`config.mk`:
```
export PLATFORM = sky130hd
export DESIGN_NAME = lech_top
export DESIGN_NICKNAME = d
export VERILOG_FILES = /design/src/pkg/lech_pkg.sv /design/src/design/lech_lane_cnt.sv /design/src/design/lech_axil_slave.sv /design/src/design/lech_top.sv
export SDC_FILE = /design/constraint.sdc
export NUM_CORES = 1
export LEC_CHECK = 0
export BUFFER_PORTS_ARGS = -buffer_cell sky130_fd_sc_hd__buf_2
export CAP_MARGIN = 10
export CORE_ASPECT_RATIO = 0.7
export CORE_MARGIN = 2
export CORE_UTILIZATION = 45
export CTS_CLUSTER_SIZE = 40
export DETAILED_ROUTE_END_ITERATION = 12
export MAX_ROUTING_LAYER = met4
export PLACE_DENSITY_LB_ADDON = 0.12
export REMOVE_ABC_BUFFERS = 1
export SLEW_MARGIN = 10
export SYNTH_ARGS = -nofsm -noshare
export SYNTH_HDL_FRONTEND = slang
export SYNTH_SLANG_ARGS = --single-unit
```
`constraint.sdc`:
```
create_clock -name aclk -period 7.7 [get_ports aclk]
set_clock_uncertainty 0.15 [all_clocks]
set_input_delay 1.54 -clock aclk [delete_from_list [all_inputs] [get_ports aclk]]
set_output_delay 1.54 -clock aclk [all_outputs]
set_load 0.02 [all_outputs]
```
`src/pkg/lech_pkg.sv`:
```
// Constants for the lane error counter hold configuration block
package lech_pkg;

  // ==========================================================
  // Structure
  localparam int LINKS    = 2;
  localparam int LANES    = 3;
  localparam int NTYPE    = 3;
  localparam int CNT_W    = 8;
  localparam int ADDR_W   = 16;
  localparam int DATA_W   = 32;
  localparam int IDX_W    = 14;
  localparam int EVT_W    = LINKS * LANES;

  // ==========================================================
  // Register indices, byte address is four times the index
  localparam logic [IDX_W-1:0] IDX_LINK_PAGE  = 14'h300;
  localparam logic [IDX_W-1:0] IDX_SOFT_RST   = 14'h475;
  localparam logic [IDX_W-1:0] IDX_HOLD_LANE2 = 14'h48a;
  localparam logic [IDX_W-1:0] IDX_HOLD_LANE3 = 14'h48b;
  localparam logic [IDX_W-1:0] IDX_HOLD_LANE4 = 14'h48c;
  localparam logic [IDX_W-1:0] IDX_CLEAR_BASE = 14'h4a2;
  localparam logic [IDX_W-1:0] IDX_COUNT_BASE = 14'h4b2;
  localparam logic [IDX_W-1:0] IDX_INT_STATUS = 14'h4c0;
  localparam logic [IDX_W-1:0] IDX_INT_MASK   = 14'h4c1;

  // ==========================================================
  // Field positions
  localparam int BIT_CTRL     = 2;
  localparam int BIT_CODE     = 1;
  localparam int BIT_DISP     = 0;
  localparam int PAGE_BIT     = 0;
  localparam int SOFT_RST_BIT = 3;
  localparam int HOLD_W       = 3;

  // ==========================================================
  // Reset values and constants
  localparam logic [HOLD_W-1:0] HOLD_RESET     = 3'h7;
  localparam logic              SOFT_RST_RESET = 1'h0;
  localparam logic [EVT_W-1:0]  MASK_RESET     = 6'h00;
  localparam logic [CNT_W-1:0]  CNT_MAX        = 8'hff;
  localparam logic [1:0]        RESP_OKAY      = 2'h0;
  localparam logic [1:0]        RESP_SLVERR    = 2'h2;

endpackage

```
`src/design/lech_lane_cnt.sv`:
```
// Three error counters of one lane with hold or wrap at terminal count
`timescale 1ns/1ns
`default_nettype none

module lech_lane_cnt (
  // Clock and reset
  input  wire logic                                   aclk,
  input  wire logic                                   aresetn,
  // Control
  input  wire logic                                   enable,
  input  wire logic [lech_pkg::HOLD_W-1:0]            hold,
  input  wire logic [lech_pkg::HOLD_W-1:0]            clear,
  // Error events, bit 2 control char, 1 code, 0 disparity
  input  wire logic [lech_pkg::NTYPE-1:0]             error,
  // Results
  output logic [lech_pkg::NTYPE*lech_pkg::CNT_W-1:0]  count,
  output logic [lech_pkg::NTYPE-1:0]                  hit
);

  // ==========================================================
  // One counter per error type
  for (genvar t = 0; t < lech_pkg::NTYPE; t++) begin : g_type
    logic [lech_pkg::CNT_W-1:0] cnt;
    logic                       top;

    always_ff @(posedge aclk) begin
      if (!aresetn) begin
        cnt <= 8'h00;
        top <= 1'b0;
      end else begin
        top <= 1'b0;
        if (clear[t]) begin
          // Error in the clearing cycle still counts
          cnt <= (enable && error[t]) ? 8'h01 : 8'h00;
        end else if (enable && error[t]) begin
          if (cnt == lech_pkg::CNT_MAX && hold[t]) begin
            cnt <= cnt;
          end else begin
            cnt <= cnt + 8'h01;
          end
          if (cnt == lech_pkg::CNT_MAX - 8'h01) begin
            top <= 1'b1;
          end
        end
      end
    end

    assign count[t*lech_pkg::CNT_W +: lech_pkg::CNT_W] = cnt;
    assign hit[t] = top;
  end

endmodule

`default_nettype wire

```
`src/design/lech_axil_slave.sv`:
```
// AXI4-Lite slave front end with a simple register strobe port
`timescale 1ns/1ns
`default_nettype none

module lech_axil_slave (
  // Clock and reset
  input  wire logic                          aclk,
  input  wire logic                          aresetn,
  // Write address and data
  input  wire logic                          awvalid,
  output logic                               awready,
  input  wire logic [lech_pkg::ADDR_W-1:0]   awaddr,
  input  wire logic                          wvalid,
  output logic                               wready,
  input  wire logic [lech_pkg::DATA_W-1:0]   wdata,
  input  wire logic [3:0]                    wstrb,
  // Write response
  output logic                               bvalid,
  input  wire logic                          bready,
  output logic [1:0]                         bresp,
  // Read address and data
  input  wire logic                          arvalid,
  output logic                               arready,
  input  wire logic [lech_pkg::ADDR_W-1:0]   araddr,
  output logic                               rvalid,
  input  wire logic                          rready,
  output logic [lech_pkg::DATA_W-1:0]        rdata,
  output logic [1:0]                         rresp,
  // Register side
  output logic                               wr_en,
  output logic [lech_pkg::ADDR_W-1:0]        wr_addr,
  output logic [lech_pkg::DATA_W-1:0]        wr_data,
  output logic [3:0]                         wr_strb,
  input  wire logic                          wr_ok,
  output logic [lech_pkg::ADDR_W-1:0]        rd_addr,
  input  wire logic [lech_pkg::DATA_W-1:0]   rd_data,
  input  wire logic                          rd_ok
);

  logic aw_full;
  logic w_full;

  assign wr_en   = aw_full && w_full && !bvalid;
  assign rd_addr = araddr;

  // ==========================================================
  // Write address capture
  always_ff @(posedge aclk) begin
    if (!aresetn) begin
      aw_full <= 1'b0;
      awready <= 1'b1;
      wr_addr <= 16'h0000;
    end else if (awvalid && awready) begin
      aw_full <= 1'b1;
      awready <= 1'b0;
      wr_addr <= awaddr;
    end else if (wr_en) begin
      aw_full <= 1'b0;
    end else if (bvalid && bready) begin
      awready <= 1'b1;
    end
  end

  // ==========================================================
  // Write data capture
  always_ff @(posedge aclk) begin
    if (!aresetn) begin
      w_full  <= 1'b0;
      wready  <= 1'b1;
      wr_data <= 32'h0000_0000;
      wr_strb <= 4'h0;
    end else if (wvalid && wready) begin
      w_full  <= 1'b1;
      wready  <= 1'b0;
      wr_data <= wdata;
      wr_strb <= wstrb;
    end else if (wr_en) begin
      w_full <= 1'b0;
    end else if (bvalid && bready) begin
      wready <= 1'b1;
    end
  end

  // ==========================================================
  // Write response
  always_ff @(posedge aclk) begin
    if (!aresetn) begin
      bvalid <= 1'b0;
      bresp  <= lech_pkg::RESP_OKAY;
    end else if (wr_en) begin
      bvalid <= 1'b1;
      bresp  <= wr_ok ? lech_pkg::RESP_OKAY : lech_pkg::RESP_SLVERR;
    end else if (bvalid && bready) begin
      bvalid <= 1'b0;
    end
  end

  // ==========================================================
  // Read channel
  always_ff @(posedge aclk) begin
    if (!aresetn) begin
      arready <= 1'b1;
      rvalid  <= 1'b0;
      rdata   <= 32'h0000_0000;
      rresp   <= lech_pkg::RESP_OKAY;
    end else if (arvalid && arready) begin
      arready <= 1'b0;
      rvalid  <= 1'b1;
      rdata   <= rd_data;
      rresp   <= rd_ok ? lech_pkg::RESP_OKAY : lech_pkg::RESP_SLVERR;
    end else if (rvalid && rready) begin
      rvalid  <= 1'b0;
      arready <= 1'b1;
    end
  end

endmodule

`default_nettype wire

```
`src/design/lech_top.sv`:
```
// Paged lane error counter hold configuration with its error counters
//
// Notes on behaviour
// - Hold set: counter stays at 0xff until cleared
// - Hold clear: counter wraps to zero after 0xff
// - Field bit 2 control char, 1 code, 0 disparity
// - Link page register selects the accessed copy
// - Lanes 2, 3, 4 hold fields at 0x48a-0x48c
// - Bits 7:3 read zero; hold resets to 0x7
// - Per lane clear field, same bit mapping
//
// The AXI4-Lite interface to the registers is this design's own decision.
`timescale 1ns/1ns
`default_nettype none

module lech_top (
  // Clock and reset
  input  wire logic                                 aclk,
  input  wire logic                                 aresetn,
  // AXI4-Lite write address
  input  wire logic                                 awvalid,
  output logic                                      awready,
  input  wire logic [lech_pkg::ADDR_W-1:0]          awaddr,
  // AXI4-Lite write data
  input  wire logic                                 wvalid,
  output logic                                      wready,
  input  wire logic [lech_pkg::DATA_W-1:0]          wdata,
  input  wire logic [3:0]                           wstrb,
  // AXI4-Lite write response
  output logic                                      bvalid,
  input  wire logic                                 bready,
  output logic [1:0]                                bresp,
  // AXI4-Lite read address
  input  wire logic                                 arvalid,
  output logic                                      arready,
  input  wire logic [lech_pkg::ADDR_W-1:0]          araddr,
  // AXI4-Lite read data
  output logic                                      rvalid,
  input  wire logic                                 rready,
  output logic [lech_pkg::DATA_W-1:0]               rdata,
  output logic [1:0]                                rresp,
  // Lane error events, bit link*3 + lane-2
  input  wire logic [lech_pkg::EVT_W-1:0]           unexpected_control_char_error,
  input  wire logic [lech_pkg::EVT_W-1:0]           invalid_code_error,
  input  wire logic [lech_pkg::EVT_W-1:0]           disparity_error,
  // Control and interrupt
  output logic                                      deser_soft_reset,
  output logic                                      irq
);

  // ==========================================================
  // Declarations
  localparam int HW = lech_pkg::HOLD_W;
  localparam int NL = lech_pkg::LANES;
  localparam int NK = lech_pkg::LINKS;
  localparam int CW = lech_pkg::NTYPE * lech_pkg::CNT_W;

  logic                              wr_en;
  logic [lech_pkg::ADDR_W-1:0]       wr_addr;
  logic [lech_pkg::DATA_W-1:0]       wr_data;
  logic [3:0]                        wr_strb;
  logic                              wr_ok;
  logic [lech_pkg::ADDR_W-1:0]       rd_addr;
  logic [lech_pkg::DATA_W-1:0]       rd_data;
  logic                              rd_ok;

  logic [lech_pkg::IDX_W-1:0]        wr_idx;
  logic [lech_pkg::IDX_W-1:0]        rd_idx;
  logic [lech_pkg::IDX_W-1:0]        wr_hold_off;
  logic [lech_pkg::IDX_W-1:0]        wr_clr_off;
  logic [lech_pkg::IDX_W-1:0]        rd_hold_off;
  logic [lech_pkg::IDX_W-1:0]        rd_clr_off;
  logic [lech_pkg::IDX_W-1:0]        rd_cnt_off;
  logic                              wr_lo;

  logic                              link_page;
  logic [HW-1:0]                     hold     [NK][NL];
  logic [HW-1:0]                     clr      [NK][NL];
  logic [CW-1:0]                     cnt      [NK][NL];
  logic [lech_pkg::NTYPE-1:0]        hit      [NK][NL];
  logic [lech_pkg::EVT_W-1:0]        evt;
  logic [lech_pkg::EVT_W-1:0]        int_status;
  logic [lech_pkg::EVT_W-1:0]        int_mask;
  logic [lech_pkg::EVT_W-1:0]        next_status;

  // ==========================================================
  // Bus front end
  lech_axil_slave u_slave (
    .aclk    (aclk),
    .aresetn (aresetn),
    .awvalid (awvalid),
    .awready (awready),
    .awaddr  (awaddr),
    .wvalid  (wvalid),
    .wready  (wready),
    .wdata   (wdata),
    .wstrb   (wstrb),
    .bvalid  (bvalid),
    .bready  (bready),
    .bresp   (bresp),
    .arvalid (arvalid),
    .arready (arready),
    .araddr  (araddr),
    .rvalid  (rvalid),
    .rready  (rready),
    .rdata   (rdata),
    .rresp   (rresp),
    .wr_en   (wr_en),
    .wr_addr (wr_addr),
    .wr_data (wr_data),
    .wr_strb (wr_strb),
    .wr_ok   (wr_ok),
    .rd_addr (rd_addr),
    .rd_data (rd_data),
    .rd_ok   (rd_ok)
  );

  // ==========================================================
  // Address decode helpers
  assign wr_idx      = wr_addr[lech_pkg::ADDR_W-1:2];
  assign rd_idx      = rd_addr[lech_pkg::ADDR_W-1:2];
  assign wr_hold_off = wr_idx - lech_pkg::IDX_HOLD_LANE2;
  assign wr_clr_off  = wr_idx - lech_pkg::IDX_CLEAR_BASE;
  assign rd_hold_off = rd_idx - lech_pkg::IDX_HOLD_LANE2;
  assign rd_clr_off  = rd_idx - lech_pkg::IDX_CLEAR_BASE;
  assign rd_cnt_off  = rd_idx - lech_pkg::IDX_COUNT_BASE;
  assign wr_lo       = wr_en && wr_strb[0];

  // Writable map; count words accept and ignore writes
  always_comb begin
    if (wr_idx == lech_pkg::IDX_LINK_PAGE) begin
      wr_ok = 1'b1;
    end else if (wr_idx == lech_pkg::IDX_SOFT_RST) begin
      wr_ok = 1'b1;
    end else if (wr_hold_off < 14'(NL)) begin
      wr_ok = 1'b1;
    end else if (wr_clr_off < 14'(NL)) begin
      wr_ok = 1'b1;
    end else if (wr_idx - lech_pkg::IDX_COUNT_BASE < 14'(NL)) begin
      wr_ok = 1'b1;
    end else if (wr_idx == lech_pkg::IDX_INT_STATUS) begin
      wr_ok = 1'b1;
    end else if (wr_idx == lech_pkg::IDX_INT_MASK) begin
      wr_ok = 1'b1;
    end else begin
      wr_ok = 1'b0;
    end
  end

  // ==========================================================
  // Link page selector
  always_ff @(posedge aclk) begin
    if (!aresetn) begin
      link_page <= 1'b0;
    end else if (wr_lo && wr_idx == lech_pkg::IDX_LINK_PAGE) begin
      link_page <= wr_data[lech_pkg::PAGE_BIT];
    end
  end

  // ==========================================================
  // Deserializer soft reset, counting stops while it is set
  always_ff @(posedge aclk) begin
    if (!aresetn) begin
      deser_soft_reset <= lech_pkg::SOFT_RST_RESET;
    end else if (wr_lo && wr_idx == lech_pkg::IDX_SOFT_RST) begin
      deser_soft_reset <= wr_data[lech_pkg::SOFT_RST_BIT];
    end
  end

  // ==========================================================
  // Hold enable fields, one copy per link
  always_ff @(posedge aclk) begin
    if (!aresetn) begin
      for (int k = 0; k < NK; k++) begin
        for (int l = 0; l < NL; l++) begin
          hold[k][l] <= lech_pkg::HOLD_RESET;
        end
      end
    end else if (wr_lo && wr_hold_off < 14'(NL)) begin
      // No guard on soft reset; software keeps to it
      hold[link_page][wr_hold_off[1:0]] <= wr_data[HW-1:0];
    end
  end

  // ==========================================================
  // Counter clear pulses, write one to clear
  always_comb begin
    for (int k = 0; k < NK; k++) begin
      for (int l = 0; l < NL; l++) begin
        clr[k][l] = '0;
        if (wr_lo && wr_clr_off == 14'(l) && link_page == k[0]) begin
          clr[k][l] = wr_data[HW-1:0];
        end
      end
    end
  end

  // ==========================================================
  // Counters, one instance per link and lane
  for (genvar k = 0; k < NK; k++) begin : g_link
    for (genvar l = 0; l < NL; l++) begin : g_lane
      localparam int E = k * NL + l;
      logic [lech_pkg::NTYPE-1:0] err;

      assign err[lech_pkg::BIT_CTRL] = unexpected_control_char_error[E];
      assign err[lech_pkg::BIT_CODE] = invalid_code_error[E];
      assign err[lech_pkg::BIT_DISP] = disparity_error[E];

      lech_lane_cnt u_cnt (
        .aclk    (aclk),
        .aresetn (aresetn),
        .enable  (!deser_soft_reset),
        .hold    (hold[k][l]),
        .clear   (clr[k][l]),
        .error   (err),
        .count   (cnt[k][l]),
        .hit     (hit[k][l])
      );

      assign evt[E] = |hit[k][l];
    end
  end

  // ==========================================================
  // Interrupt status, mask and output
  always_comb begin
    next_status = int_status;
    if (wr_lo && wr_idx == lech_pkg::IDX_INT_STATUS) begin
      next_status = next_status & ~wr_data[lech_pkg::EVT_W-1:0];
    end
    // A new event wins over a clear in the same cycle
    next_status = next_status | evt;
  end

  always_ff @(posedge aclk) begin
    if (!aresetn) begin
      int_status <= '0;
    end else begin
      int_status <= next_status;
    end
  end

  always_ff @(posedge aclk) begin
    if (!aresetn) begin
      int_mask <= lech_pkg::MASK_RESET;
    end else if (wr_lo && wr_idx == lech_pkg::IDX_INT_MASK) begin
      int_mask <= wr_data[lech_pkg::EVT_W-1:0];
    end
  end

  always_ff @(posedge aclk) begin
    if (!aresetn) begin
      irq <= 1'b0;
    end else begin
      irq <= |(int_status & int_mask);
    end
  end

  // ==========================================================
  // Read mux, reserved bits read zero
  always_comb begin
    rd_data = '0;
    rd_ok   = 1'b1;
    if (rd_idx == lech_pkg::IDX_LINK_PAGE) begin
      rd_data[lech_pkg::PAGE_BIT] = link_page;
    end else if (rd_idx == lech_pkg::IDX_SOFT_RST) begin
      rd_data[lech_pkg::SOFT_RST_BIT] = deser_soft_reset;
    end else if (rd_hold_off < 14'(NL)) begin
      rd_data[HW-1:0] = hold[link_page][rd_hold_off[1:0]];
    end else if (rd_clr_off < 14'(NL)) begin
      rd_data = '0;
    end else if (rd_cnt_off < 14'(NL)) begin
      rd_data[CW-1:0] = cnt[link_page][rd_cnt_off[1:0]];
    end else if (rd_idx == lech_pkg::IDX_INT_STATUS) begin
      rd_data[lech_pkg::EVT_W-1:0] = int_status;
    end else if (rd_idx == lech_pkg::IDX_INT_MASK) begin
      rd_data[lech_pkg::EVT_W-1:0] = int_mask;
    end else begin
      rd_ok = 1'b0;
    end
  end

endmodule

`default_nettype wire

```
### Yosys cells after proc, flatten, opt, wreduce, memory -nomap -nowiden

Memory sizes are Yosys's and may differ from the RTL's. A register that Yosys moved wholly into a read port is not among the register bits.
Index checks and enable logic that the tools add are counted.

| storage, ports and cells | value |
|---|---|
| bits in registers | 243 |
| memory bits (writable) | 18 |
| input port bits | 93 |
| output and inout bits | 43 |
| logic and storage cells | 474 |
| memories | 1 |

| operators by class | value |
|---|---|
| add/subtract/negate cells | 24 |
| $lt $le $gt $ge | 11 |
| eq/ne operators | 66 |
| multiplexer cells | 158 |
| bitwise gates (word level) | 28 |
| reduce and logical (&&, ||, !) cells | 132 |

Memories:

| memory | words | bits a word | rd ports | clocked after Yosys merged registers in | wr ports | RTL line | RTL |
|---|---|---|---|---|---|---|---|
| hold | 2 | 9 | 3 | 1 | 2 | lech_top.sv:77 | `logic [HW-1:0] hold [NK][NL];` |

Operator list:

| kind | count |
|---|---|
| two-way mux 8 bit | 54 |
| == test 8 bit, second input constant | 36 |
| two-way mux 72 bit | 3 |
| adder 8 x 1 -> 8 bit, second input constant | 18 |
| == test 14 x 11 -> 1 bit, second input constant | 6 |
| < comparator 14 x 2 -> 1 bit, second input constant | 6 |
| subtractor 14 x 11 -> 14 bit, second input constant | 6 |
| two-way mux 24 bit | 3 |
| OR reduction 3 bit | 24 |
| two-way mux 1 bit | 71 |
| logical AND 1 bit | 59 |
| binary-select mux 24 bit (select 2 bit) | 1 |
| nonzero test 2 bit | 24 |
| != test 2 x 1 -> 1 bit, second input constant | 20 |
| AND reduction 2 bit | 20 |
| two-way mux 3 bit | 11 |
| two-way mux 31 bit | 1 |
| == test 14 x 10 -> 1 bit, second input constant | 2 |
| two-way mux 9 bit | 3 |
| two-way mux 6 bit | 4 |
| two-way mux 21 bit | 1 |
| two-way mux 20 bit | 1 |
| NOT 1 bit | 20 |
| two-way mux 18 bit | 1 |
| other kinds (17) | 24 |

### Logic depth before layout (Yosys ltp)

Gate-level depths: netlist of the first run.

| depth | value |
|---|---|
| depth after elaboration | 12 |
| depth in mapped cells | 12 |
| gate-level depth less buffers | 10 |

### Hierarchy

From an unflattened synthesis of the first run, not the netlist that was laid out.

| unflattened totals | value |
|---|---|
| cells, all modules | 1,961 |
| area, all modules | 16,905.0 um^2 |

Modules (own cells, without submodules):

| module | instances | cells each | area an instance (um^2) | seq. area each (um^2) |
|---|---|---|---|---|
| lech_lane_cnt | 6 | 158 | 1,432.6 | 540.5 |
| lech_top | 1 | 595 | 4,548.1 | 860.8 |
| lech_axil_slave | 1 | 418 | 3,761.1 | 1,861.8 |

### Worst setup path after synthesis of the first run

Ideal clock, no wire load.

| timing | value |
|---|---|
| kind | input-to-reg |
| start point | in araddr[3] (netlist name) |
| end point | reg u_slave.rdata[4] (netlist name) |
| library setup time | 0.075 ns |
| data arrival time | 3.831 ns |
| required time | 7.475 ns |
| setup slack | 3.644 ns |
| stages | 12 |
| path buffers | 2 |
| cell sequence | clkbuf_1 > inv_1 > ha_1 > nand2b_1 > nand4_1 > or2_2 > a2111oi_0 > o31ai_1 > nor2_1 > clkbuf_1 > a22oi_1 > o22ai_1 |

| on the way | value |
|---|---|
| word-level cells in the longest chain between the ends | 10 |
| elaborated cells between the ends (all ways) | 21 |
| those cells by class | add/sub: 3; order compare: 3; eq/ne: 4; mux: 10; bitwise: 1 |

Ends and longest elaborated chain:

| element | RTL line | RTL |
|---|---|---|
| start, declared | lech_top.sv:36 | `input wire logic [lech_pkg::ADDR_W-1:0] araddr,` |
| parallel branches: the longest is 9 deep, another holds subtractor 14 x 11 -> 14 bit | -- |  |
| two-way mux 31 bit (*) | lech_top.sv:264 | `if (rd_idx == lech_pkg::IDX_LINK_PAGE) begin` |
| end signal, assigned | lech_axil_slave.sv:109 | `rdata <= rd_data;` |
| end, declared | lech_axil_slave.sv:27 | `output logic [lech_pkg::DATA_W-1:0] rdata,` |

Every way passes the cells marked *. The select of a mux whose other input is x is not followed.
A chain may end at the register's enable or synchronous reset.

### Final worst setup path of the first run

| timing | value |
|---|---|
| start point | in araddr[3] (netlist name) |
| end point | reg u_slave.rdata[2] (netlist name) |

| on the way | value |
|---|---|
| word-level cells in the longest chain between the ends | 10 |
| elaborated cells between the ends (all ways) | 25 |
| those cells by class | add/sub: 3; order compare: 3; eq/ne: 4; mux: 13; bitwise: 2 |

Ends and longest elaborated chain:

| element | RTL line |
|---|---|
| parallel branches: the longest is 9 deep, another holds subtractor 14 x 11 -> 14 bit | -- |
| two-way mux 31 bit (*) | lech_top.sv:264 |

Marks and branches as above.

==> results of run 1 <==
==> power breakdown <==
part,leakage (nW),switching [mW],internal [mW],total (mW)
logic,2.76,0.178,0.103,0.280
clock network,0.473,0.565,0.850,1.42
registers,2.01,0.0562,1.34,1.40
total,5.24,0.799,2.29,3.09
==> state kept, by name, indices dropped and copies added, names as in the netlist, named ones only <==
signal,cells
g_link.g_lane.u_cnt.g_type.cnt,144
u_slave.rdata,24
g_link.g_lane.u_cnt.g_type.top,18
hold,18
u_slave.wr_addr,14
int_mask,6
int_status,6
u_slave.wr_data,6
deser_soft_reset,1
irq,1
link_page,1
u_slave.arready,1
u_slave.aw_full,1
u_slave.awready,1
u_slave.bresp,1
u_slave.bvalid,1
u_slave.rresp,1
u_slave.rvalid,1
u_slave.w_full,1
u_slave.wr_strb,1
u_slave.wready,1
==> worst paths after layout <==
| path | end | slack, ps |
|---|---|---|
| worst max-delay path | u_slave.rdata[2] | 2620 |
| worst min-delay path | u_slave.rdata[3] | 300 |
| worst max register to register | g_link[1].g_lane[1].u_cnt.g_type[0].top | 3820 |
| worst min register to register | u_slave.rdata[3] | 300 |
==> cells by family (layout without fill, tap and decap cells) <==
group           after synthesis  in the layout
fa+ha+maj                    38             38
xor+xnor                    125            125
compound gates              252            252
flops                       250            250
simple gates                708            708
buf+inv                     137            202
mux                          73             73
other cells                   1             11
==> final cells by class <==
type,instances,area (µm²),area share [%]
antenna,1,2.50,0.0164
sequential,250,5190,34.0
timing repair buffer,99,513,3.36
multi-input combinational,1206,7880,51.6
tap,412,515,3.38
inverter,53,199,1.30
clock inverter,13,191,1.25
clock buffer,37,783,5.13
==> synth_stat cells, drive strengths merged (5+ instances only) <==
cell type    n  area [µm²]
nor2b       24         150
nor2       230         863
a31oi       18         113
buf         30         178
o41ai       10         125
o22ai        5        31.3
o31ai       10        80.1
nand2      170         638
a22oi       25         188
inv         53         199
o21ai       69         454
o211ai       9        67.6
nor3        40         205
a2111oi      8        76.3
mux2         5        56.3
nand3       83         415
nor4        19         149
a21oi       44         220
clkbuf      54         203
mux2i       41         410
mux4        27         608
or2          8        52.6
xor2        74         648
ha          38         475
o21a         9        67.6
or3         11        73.8
xnor2       51         447
a211oi      18         135
nand4       45         282
nor4b        9        91.3
and4         9        78.8
edfxtp      18         541
nand2b      34         213
and3         9        56.3
dfxtp      232        4640
==> critical path: stages <==
cell,delay (ps)
buf_2,580
inv_1,160
ha_1,310
nand2b_1,180
nand4_1,130
or2_2,280
a2111oi_0,480
o31ai_1,330
nor2_2,1000
a221oi_1,190
o21ai_0,210
==> through the flow <==
step	hold WS, ps	util, %	power (mW)	setup WS, ps	instances
5_1_grt	329	51.0	3.23	2260	2071
3_3_place_gp	283	47.8	1.70	2120	2020
2_1_floorplan	272	-	1.59	3600	1509
3_5_place_dp	297	47.8	1.70	2120	2020
4_1_cts	306	51.0	3.12	2670	2070
6_report	302	51.0	3.09	2620	2071
==> routing by layer <==
metal / vias to the layer above / share of wire (%) / track usage, %
met1: 5417 / 51 / 39.1
li1: 5703 / - / -
met5: - / 0 / -
met3: 55 / 7.2 / 4.58
met4: 0 / 2.0 / 5.67
met2: 353 / 40 / 35.0
==> results.yml, run 1 <==
route:
  routed-via-count: 11500
  drtIter0Drc: 1065
  drcViolationCount: 0
  post_drt_via_cell_ratio: 5.57
  drt_wl_total_mm: 38.8
  postRouteAntennaNets: 0
  dr.pass1.iters: 5
  routedWlPerCell_um: 18.8
clock_network:
  clkTransAtPathRegs_ps: 60
  cts_hold_buffers: 0
  clk_path_buf_depth: 3
  cts_buffers: 27
  cts_setup_buffers: 0
  root_buffer: "clkbuf_16"
  insertion_delay_ps: 570
  h-tree-depth: 1
  cts_sinks: 250
  post_cts_resize_count: 0
  cts_tree: "yes"
floorplan:
  start_util_pct: 45.5
  die-area_um2: 31700
  num_rows: 53
  core_area_um2: 29900
  die_x_um: 212
  die_h_um: 149
  ios: 136
final_layout:
  syn2layout_area_growth_pct: 12.2
  stdcell_area_um2: 15300
  most-common-layout-cells: "dfxtp_1, nor2_1, nand2_1, buf_2, nand3_1"
  fillers: 2830
  final_common_cell: "dfxtp_1"
  drive_above_1_share_pct: 13.3
  fin_nets: 1768
global_route:
  grt-ovfl-total: 0
  grt_usage_pct: 25.7
  grt_start_max_net_pins: 61
  antenna_found_initial: 1
  grt_pass1_wl_mm: 61.7
  grt_pass1_vias: 10800
synthesis:
  synth_xor_area_share_pct: 8.05
  yosysSeqAreaShare_pct: 38.1
  ys_types: 76
  syn_area_um2: 13600
  synth_top_flop_cell: "dfxtp_1"
  syn_inst: 1584
  synthAdderAreaFrac_pct: 3.49
  syn_avg_cell_area_um2: 8.59
  synth-seq-cells: 250
  async_flop_share_pct: 0
  synthMuxAreaShare_pct: 7.90
  synth_edf_count: 18
  synthSimpleGateAreaFrac_pct: 25.0
  yosys_warnings: 0
  synth_compound_area_share_pct: 13.1
  synth_top_family_by_area: "simple AND/OR/NAND/NOR gates"
power:
  p_leak_nw: 5.24
  p_per_area_nw_per_um2: 203
  peakVddDrop_mv: 0.136
worst_setup_path:
  cp_max_fo: 34
  reg2reg_depth: 10
  crit_arrival_ps: 5410
  start_kind: "primary input"
  cp-startpoint: "araddr[3]"
  timing.rr.start: "u_slave.wr_addr[3]"
  worstSetupEndpointType: "register"
  worst_ep_required_time_ps: 8030
  worstSetupPathType: "primary input to register"
sta:
  period_minus_slack_ps: 5080
  fin_setup_tns_ps: 0
  max_freq_mhz: 197
  setup_viol: 0
  rsz0062_at_grt: "false"
  max-slew-margin-rel_pct: 17.6
  finalCritPeriodShare_pct: 66.0
  final_hold_viol_count: 0
  slew_viol_final: 0
  tightest_slew_ps: 1240
hold_path:
  hp-class: "register to register"
  hold_path_depth: 2
  hp-start: "u_slave.rdata[3]"
placement:
  port_buffers: 92
  place_congestion: 0.907
  place_hpwl_mm: 27.5
  placed_cell_area_um2: 14300
status:
  status: "finished clean"
run:
  drv_cap: 0
Note: power is estimated with default switching activity, not from simulation.
==> run 2: changes to the inputs <==
==> constraint.sdc (replaced) <==
create_clock -name aclk -period 4.6 [get_ports aclk]
set_clock_uncertainty 0.15 [all_clocks]
set_input_delay 0.92 -clock aclk [delete_from_list [all_inputs] [get_ports aclk]]
set_output_delay 0.92 -clock aclk [all_outputs]
set_load 0.02 [all_outputs]
==> run 2 against run 1 <==
Highest routed layer unchanged. Clock-buffer cell count unchanged. Sequential share of layout area down 0.18 points. Design area rose by 0.53%. Combinational power up 71%. Via count is 2.2% higher. Critical path depth is 1 lower. Sequential cell count is the same.
==> results.yml, run 2 (synthesis results as in run 1) <==
status:
  status: "finished clean"
final_layout:
  fin_nets: 1781
  largest_register_ffs: 144
  top_regs: "g_link.g_lane.u_cnt.g_type.cnt (144), u_slave.rdata (24)"
  diodes: 0
  syn2layout_area_growth_pct: 12.8
  regMostFlops: "g_link.g_lane.u_cnt.g_type.cnt"
  drive_above_1_share_pct: 13.8
  final_common_cell: "dfxtp_1"
  most-common-layout-cells: "dfxtp_1, nor2_1, nand2_1, buf_2, nand3_1"
route:
  routed-via-count: 11800
  drcViolationCount: 0
  postRouteAntennaNets: 0
  post_drt_via_cell_ratio: 5.66
  drt_wl_total_mm: 39.3
  drtIter0Drc: 1018
  dr.pass1.iters: 7
  routedWlPerCell_um: 18.9
sta:
  max-slew-margin-rel_pct: 41.9
  slew_viol_final: 0
  setup_viol: 0
  tightest_slew_ps: 864
  rsz0062_at_grt: "false"
  fin_setup_tns_ps: 0
  finalCritPeriodShare_pct: 82.1
  period_minus_slack_ps: 3780
  final_hold_viol_count: 0
  max_freq_mhz: 265
worst_setup_path:
  worstSetupEndpointType: "register"
  cp_max_fo: 9
  crit_arrival_ps: 4020
  start_kind: "register"
  worst_ep_required_time_ps: 4840
  worstSetupPathType: "register to register"
global_route:
  grt_start_max_net_pins: 48
  grt_usage_pct: 25.5
  antenna_found_initial: 1
  grt_pass1_wl_mm: 61.4
  grt_pass1_vias: 10700
  grt-ovfl-total: 0
clock_network:
  post_cts_resize_count: 0
  h-tree-depth: 1
  root_buffer: "clkbuf_16"
  cts_buffers: 26
  cts_tree: "yes"
  cts_sinks: 250
  clk_path_buf_depth: 3
  clkTransAtPathRegs_ps: 70
  cts_hold_buffers: 0
  cts_setup_buffers: 0
  insertion_delay_ps: 580
floorplan:
  ios: 136
  die-area_um2: 31700
  die_h_um: 149
  core_area_um2: 29900
  start_util_pct: 45.5
  die_x_um: 212
  num_rows: 53
power:
  peakVddDrop_mv: 0.232
  p_leak_nw: 5.30
  switchingPower_mw: 1.33
  p_total_mw: 5.13
  p_int_mw: 3.80
  p_comb_share_pct: 9.3
  p_per_area_nw_per_um2: 334
  p_seq_share_pct: 45.5
  power.share.clock_pct: 45.2
  p_sw_share_pct: 25.9
run:
  drv_cap: 0
placement:
  port_buffers: 92
  place_congestion: 0.901
  place_hpwl_mm: 28.2
hold_path:
  hp-class: "register to register"
[run 2: final cells by class]
type                    count  area (µm²)
clock buffers              37         762
multi-input cells        1206        7880
clock inverters            10         179
flip-flops and latches    250        5190
fillers                  2840       14600
repair buffers            113         631
inverters                  53         199
well taps                 412         515
[run 2: per-layer routing]
metal	up-vias	part of all wire [%]	track usage [%]
met4	0	1.4	4.05
met3	45	6.6	3.84
met5	-	0	-
met1	5636	52	39.4
li1	5714	-	-
met2	389	40	35.3
[run 2: final timing paths]
path	start	endpoint	slack, ps	cells after the start
worst max register to register	u_slave.wr_addr[3]	g_link[1].g_lane[1].u_cnt.g_type[0].top	820	10
worst max-delay path	u_slave.wr_addr[3]	g_link[1].g_lane[1].u_cnt.g_type[0].top	820	10
worst min-delay path	g_link[0].g_lane[2].u_cnt.g_type[0].top	int_status[2]	290	2
worst min register to register	g_link[0].g_lane[2].u_cnt.g_type[0].top	int_status[2]	290	2
[run 2: per-stage QoR]
step | std cells | setup WS [ps] | hold slack, ps | utilization (%) | area [µm²]
global route | 2081 | 645 | 331 | 51.3 | 15300
CTS | 2081 | 864 | 293 | 51.3 | 15300
finish | 2081 | 822 | 294 | 51.3 | 15300
global placement | 2034 | 696 | 286 | 48.2 | 14400
detailed placement | 2034 | 633 | 297 | 48.2 | 14400
floorplan | 1509 | 1120 | 272 | - | 13300
[run 2: worst max-delay path, cell delays in order, from the launching register on]
cell and delay [ps]:
dfxtp_1 560, inv_1 120, ha_1 250, nand2b_1 200
o21ai_0 150, a31oi_1 360, nor4b_2 90, or3b_4 340
or2_1 530, o21ai_2 250, nor4_1 580
[run 2: power by group through the flow]
stage                     sequential (mW)  clock [mW]  combinational [mW]
final                                2.33        2.32               0.478
after global routing                 2.34        2.45               0.532
after CTS                            2.33        2.35               0.474
after detailed placement             2.38           0               0.470
after global placement               2.38           0               0.465
after floorplan                      2.36           0               0.304
==> run 3: changes to the inputs <==
==> constraint.sdc (replaced) <==
create_clock -name aclk -period 3.3 [get_ports aclk]
set_clock_uncertainty 0.15 [all_clocks]
set_input_delay 0.66 -clock aclk [delete_from_list [all_inputs] [get_ports aclk]]
set_output_delay 0.66 -clock aclk [all_outputs]
set_load 0.02 [all_outputs]
==> run 3 against run 2 <==
Fmax grew 19%. Hold slack worse by 120 ps. Global-route usage increased by 0.25 points. Sequential power increased by 39%. Design area up 3.8%. Via count is 1.6% higher. Sequential share of layout area down 1.2 points. Power is 39% higher.
==> results.yml, run 3 (synthesis results as in run 1) <==
status:
  status: "finished clean"
clock_network:
  cts_tree: "yes"
  cts_buffers: 27
  clk_path_buf_depth: 3
  h-tree-depth: 1
  insertion_delay_ps: 570
  cts_hold_buffers: 0
  root_buffer: "clkbuf_16"
  clkTransAtPathRegs_ps: 60
  cts_sinks: 250
final_layout:
  fin_nets: 1858
  final_util_pct: 53.3
  top_regs: "g_link.g_lane.u_cnt.g_type.cnt (144), u_slave.rdata (24)"
  most-common-layout-cells: "nor2_1, dfxtp_1, nand2_1, buf_4, buf_2"
  final_common_cell: "nor2_1"
  largest_register_ffs: 144
  drive_above_1_share_pct: 18.0
  syn2layout_area_growth_pct: 17.1
  regMostFlops: "g_link.g_lane.u_cnt.g_type.cnt"
sta:
  final_hold_viol_count: 0
  setup_viol: 0
  fin_ws_ps: 134
  max_freq_mhz: 316
  slew_viol_final: 0
  whs_ps: 175
  period_minus_slack_ps: 3170
  max-slew-margin-rel_pct: 46.8
  finalCritPeriodShare_pct: 95.9
  tightest_slew_ps: 791
route:
  drt_wl_total_mm: 39.2
  drtIter0Drc: 1033
  routedWlPerCell_um: 18.1
  routed-via-count: 12000
  postRouteAntennaNets: 0
  post_drt_via_cell_ratio: 5.54
  dr.pass1.iters: 5
  drcViolationCount: 0
power:
  p_seq_share_pct: 45.6
  p_comb_share_pct: 10.1
  p_leak_nw: 5.67
  p_per_area_nw_per_um2: 447
  power.share.clock_pct: 44.3
  peakVddDrop_mv: 0.275
  p_sw_share_pct: 26.3
  switchingPower_mw: 1.88
  p_total_mw: 7.12
  p_int_mw: 5.25
worst_setup_path:
  worst_ep_required_time_ps: 3590
  worstSetupPathType: "register to register"
  crit_chain: "inv_1 -> ha_1 -> nand2b_1 -> o2111a_1 -> o41ai_1 -> a22oi_1 -> or3b_4 -> or2_0 -> buf_4 -> o21ai_2 -> buf_4 -> a211oi_1"
  reg2reg_to: "g_link[1].g_lane[0].u_cnt.g_type[1].cnt[1]"
  critical_path.max_stage_delay_ps: 440
  crit_end: "g_link[1].g_lane[0].u_cnt.g_type[1].cnt[1]"
  worst-r2r-setup-slack_ps: 130
  cp_max_fo: 7
  cpMaxStageDelayCell: "or3b_4"
  start_kind: "register"
  reg2reg_depth: 12
  worstSetupEndpointType: "register"
  timing.rr.start: "u_slave.wr_addr[3]"
  crit_arrival_ps: 3450
  cp-startpoint: "u_slave.wr_addr[3]"
  cp_common_cell: "buf_4"
floorplan:
  start_util_pct: 45.5
  die_h_um: 149
  core_area_um2: 29900
  die_x_um: 212
  ios: 136
  num_rows: 53
  die-area_um2: 31700
global_route:
  grt-ovfl-total: 0
  antenna_found_initial: 1
  grt_pass1_vias: 11000
  grt_pass1_wl_mm: 61.8
  grt_start_max_net_pins: 35
  grt_usage_pct: 25.8
placement:
  place_hpwl_mm: 29.3
  dpl_worst_slack_ps: -97.2
  port_buffers: 92
  place_congestion: 0.909
run:
  drv_cap: 0
hold_path:
  hp-class: "primary input to register"
## run 3: critical path, delay by kind of cell, from the launching register on
kind | cells | cell delay, ps
adders and majority gates | 1 | 180
AOI/OAI and AO/OA | 5 | 1010
and+or+nand+nor | 3 | 860
DFF | 1 | 340
buffers and inverters | 3 | 500
## run 3: worst min path at each step
stage | slack [ps] | end | cells past startpoint | start
6_report | 180 | u_slave.wr_data[4] | 3 | wdata[4]
4_1_cts | 150 | u_slave.wr_data[4] | 3 | wdata[4]
3_5_place_dp | 290 | int_status[2] | 2 | g_link[0].g_lane[2].u_cnt.g_type[0].top
2_1_floorplan | 270 | int_status[0] | 2 | g_link[0].g_lane[0].u_cnt.g_type[1].top
5_1_grt | 180 | u_slave.wr_addr[5] | 3 | awaddr[5]
3_3_place_gp | 290 | int_status[3] | 2 | g_link[1].g_lane[0].u_cnt.g_type[0].top
## run 3: cell type report
class                   instances  area, µm²
well taps                     412        515
multi-input cells            1206       7910
flip-flops and latches        250       5190
diodes                          1       2.50
fillers                      2813      14000
inverters                      53        199
clock inverters                10        119
clock buffers                  40        795
repair buffers                189       1200
## run 3: per-layer routing
layer  wire [µm]  up-vias  GRT usage (%)
met5           0        -              -
met4         513        0           4.47
met3        2530       37           4.39
met2       15600      314           35.0
met1       20600     5747           39.8
li1            -     5869              -
## run 3: repair_timing
item / in CTS / in global routing
buffers inserted: 0 / 1
resized for setup: 0 / 9
endpoints found under the setup margin: 0 / 41
## run 3: power by group through the flow
stage	sequential, mW	combinational, mW	clock (mW)
after CTS	3.24	0.713	3.21
after floorplan	3.28	0.424	0
after global placement	3.31	0.702	0
after global routing	3.26	0.798	3.35
final	3.25	0.720	3.15
after detailed placement	3.31	0.709	0
## run 3: metrics by stage
stage | instance area [µm²] | std cells | TNS [ps]
floorplan | 13300 | 1509 | 0
global placement | 15000 | 2109 | -139
detailed placement | 15000 | 2109 | -526
CTS | 15900 | 2159 | 0
global route | 15900 | 2161 | -14.5
finish | 15900 | 2161 | 0
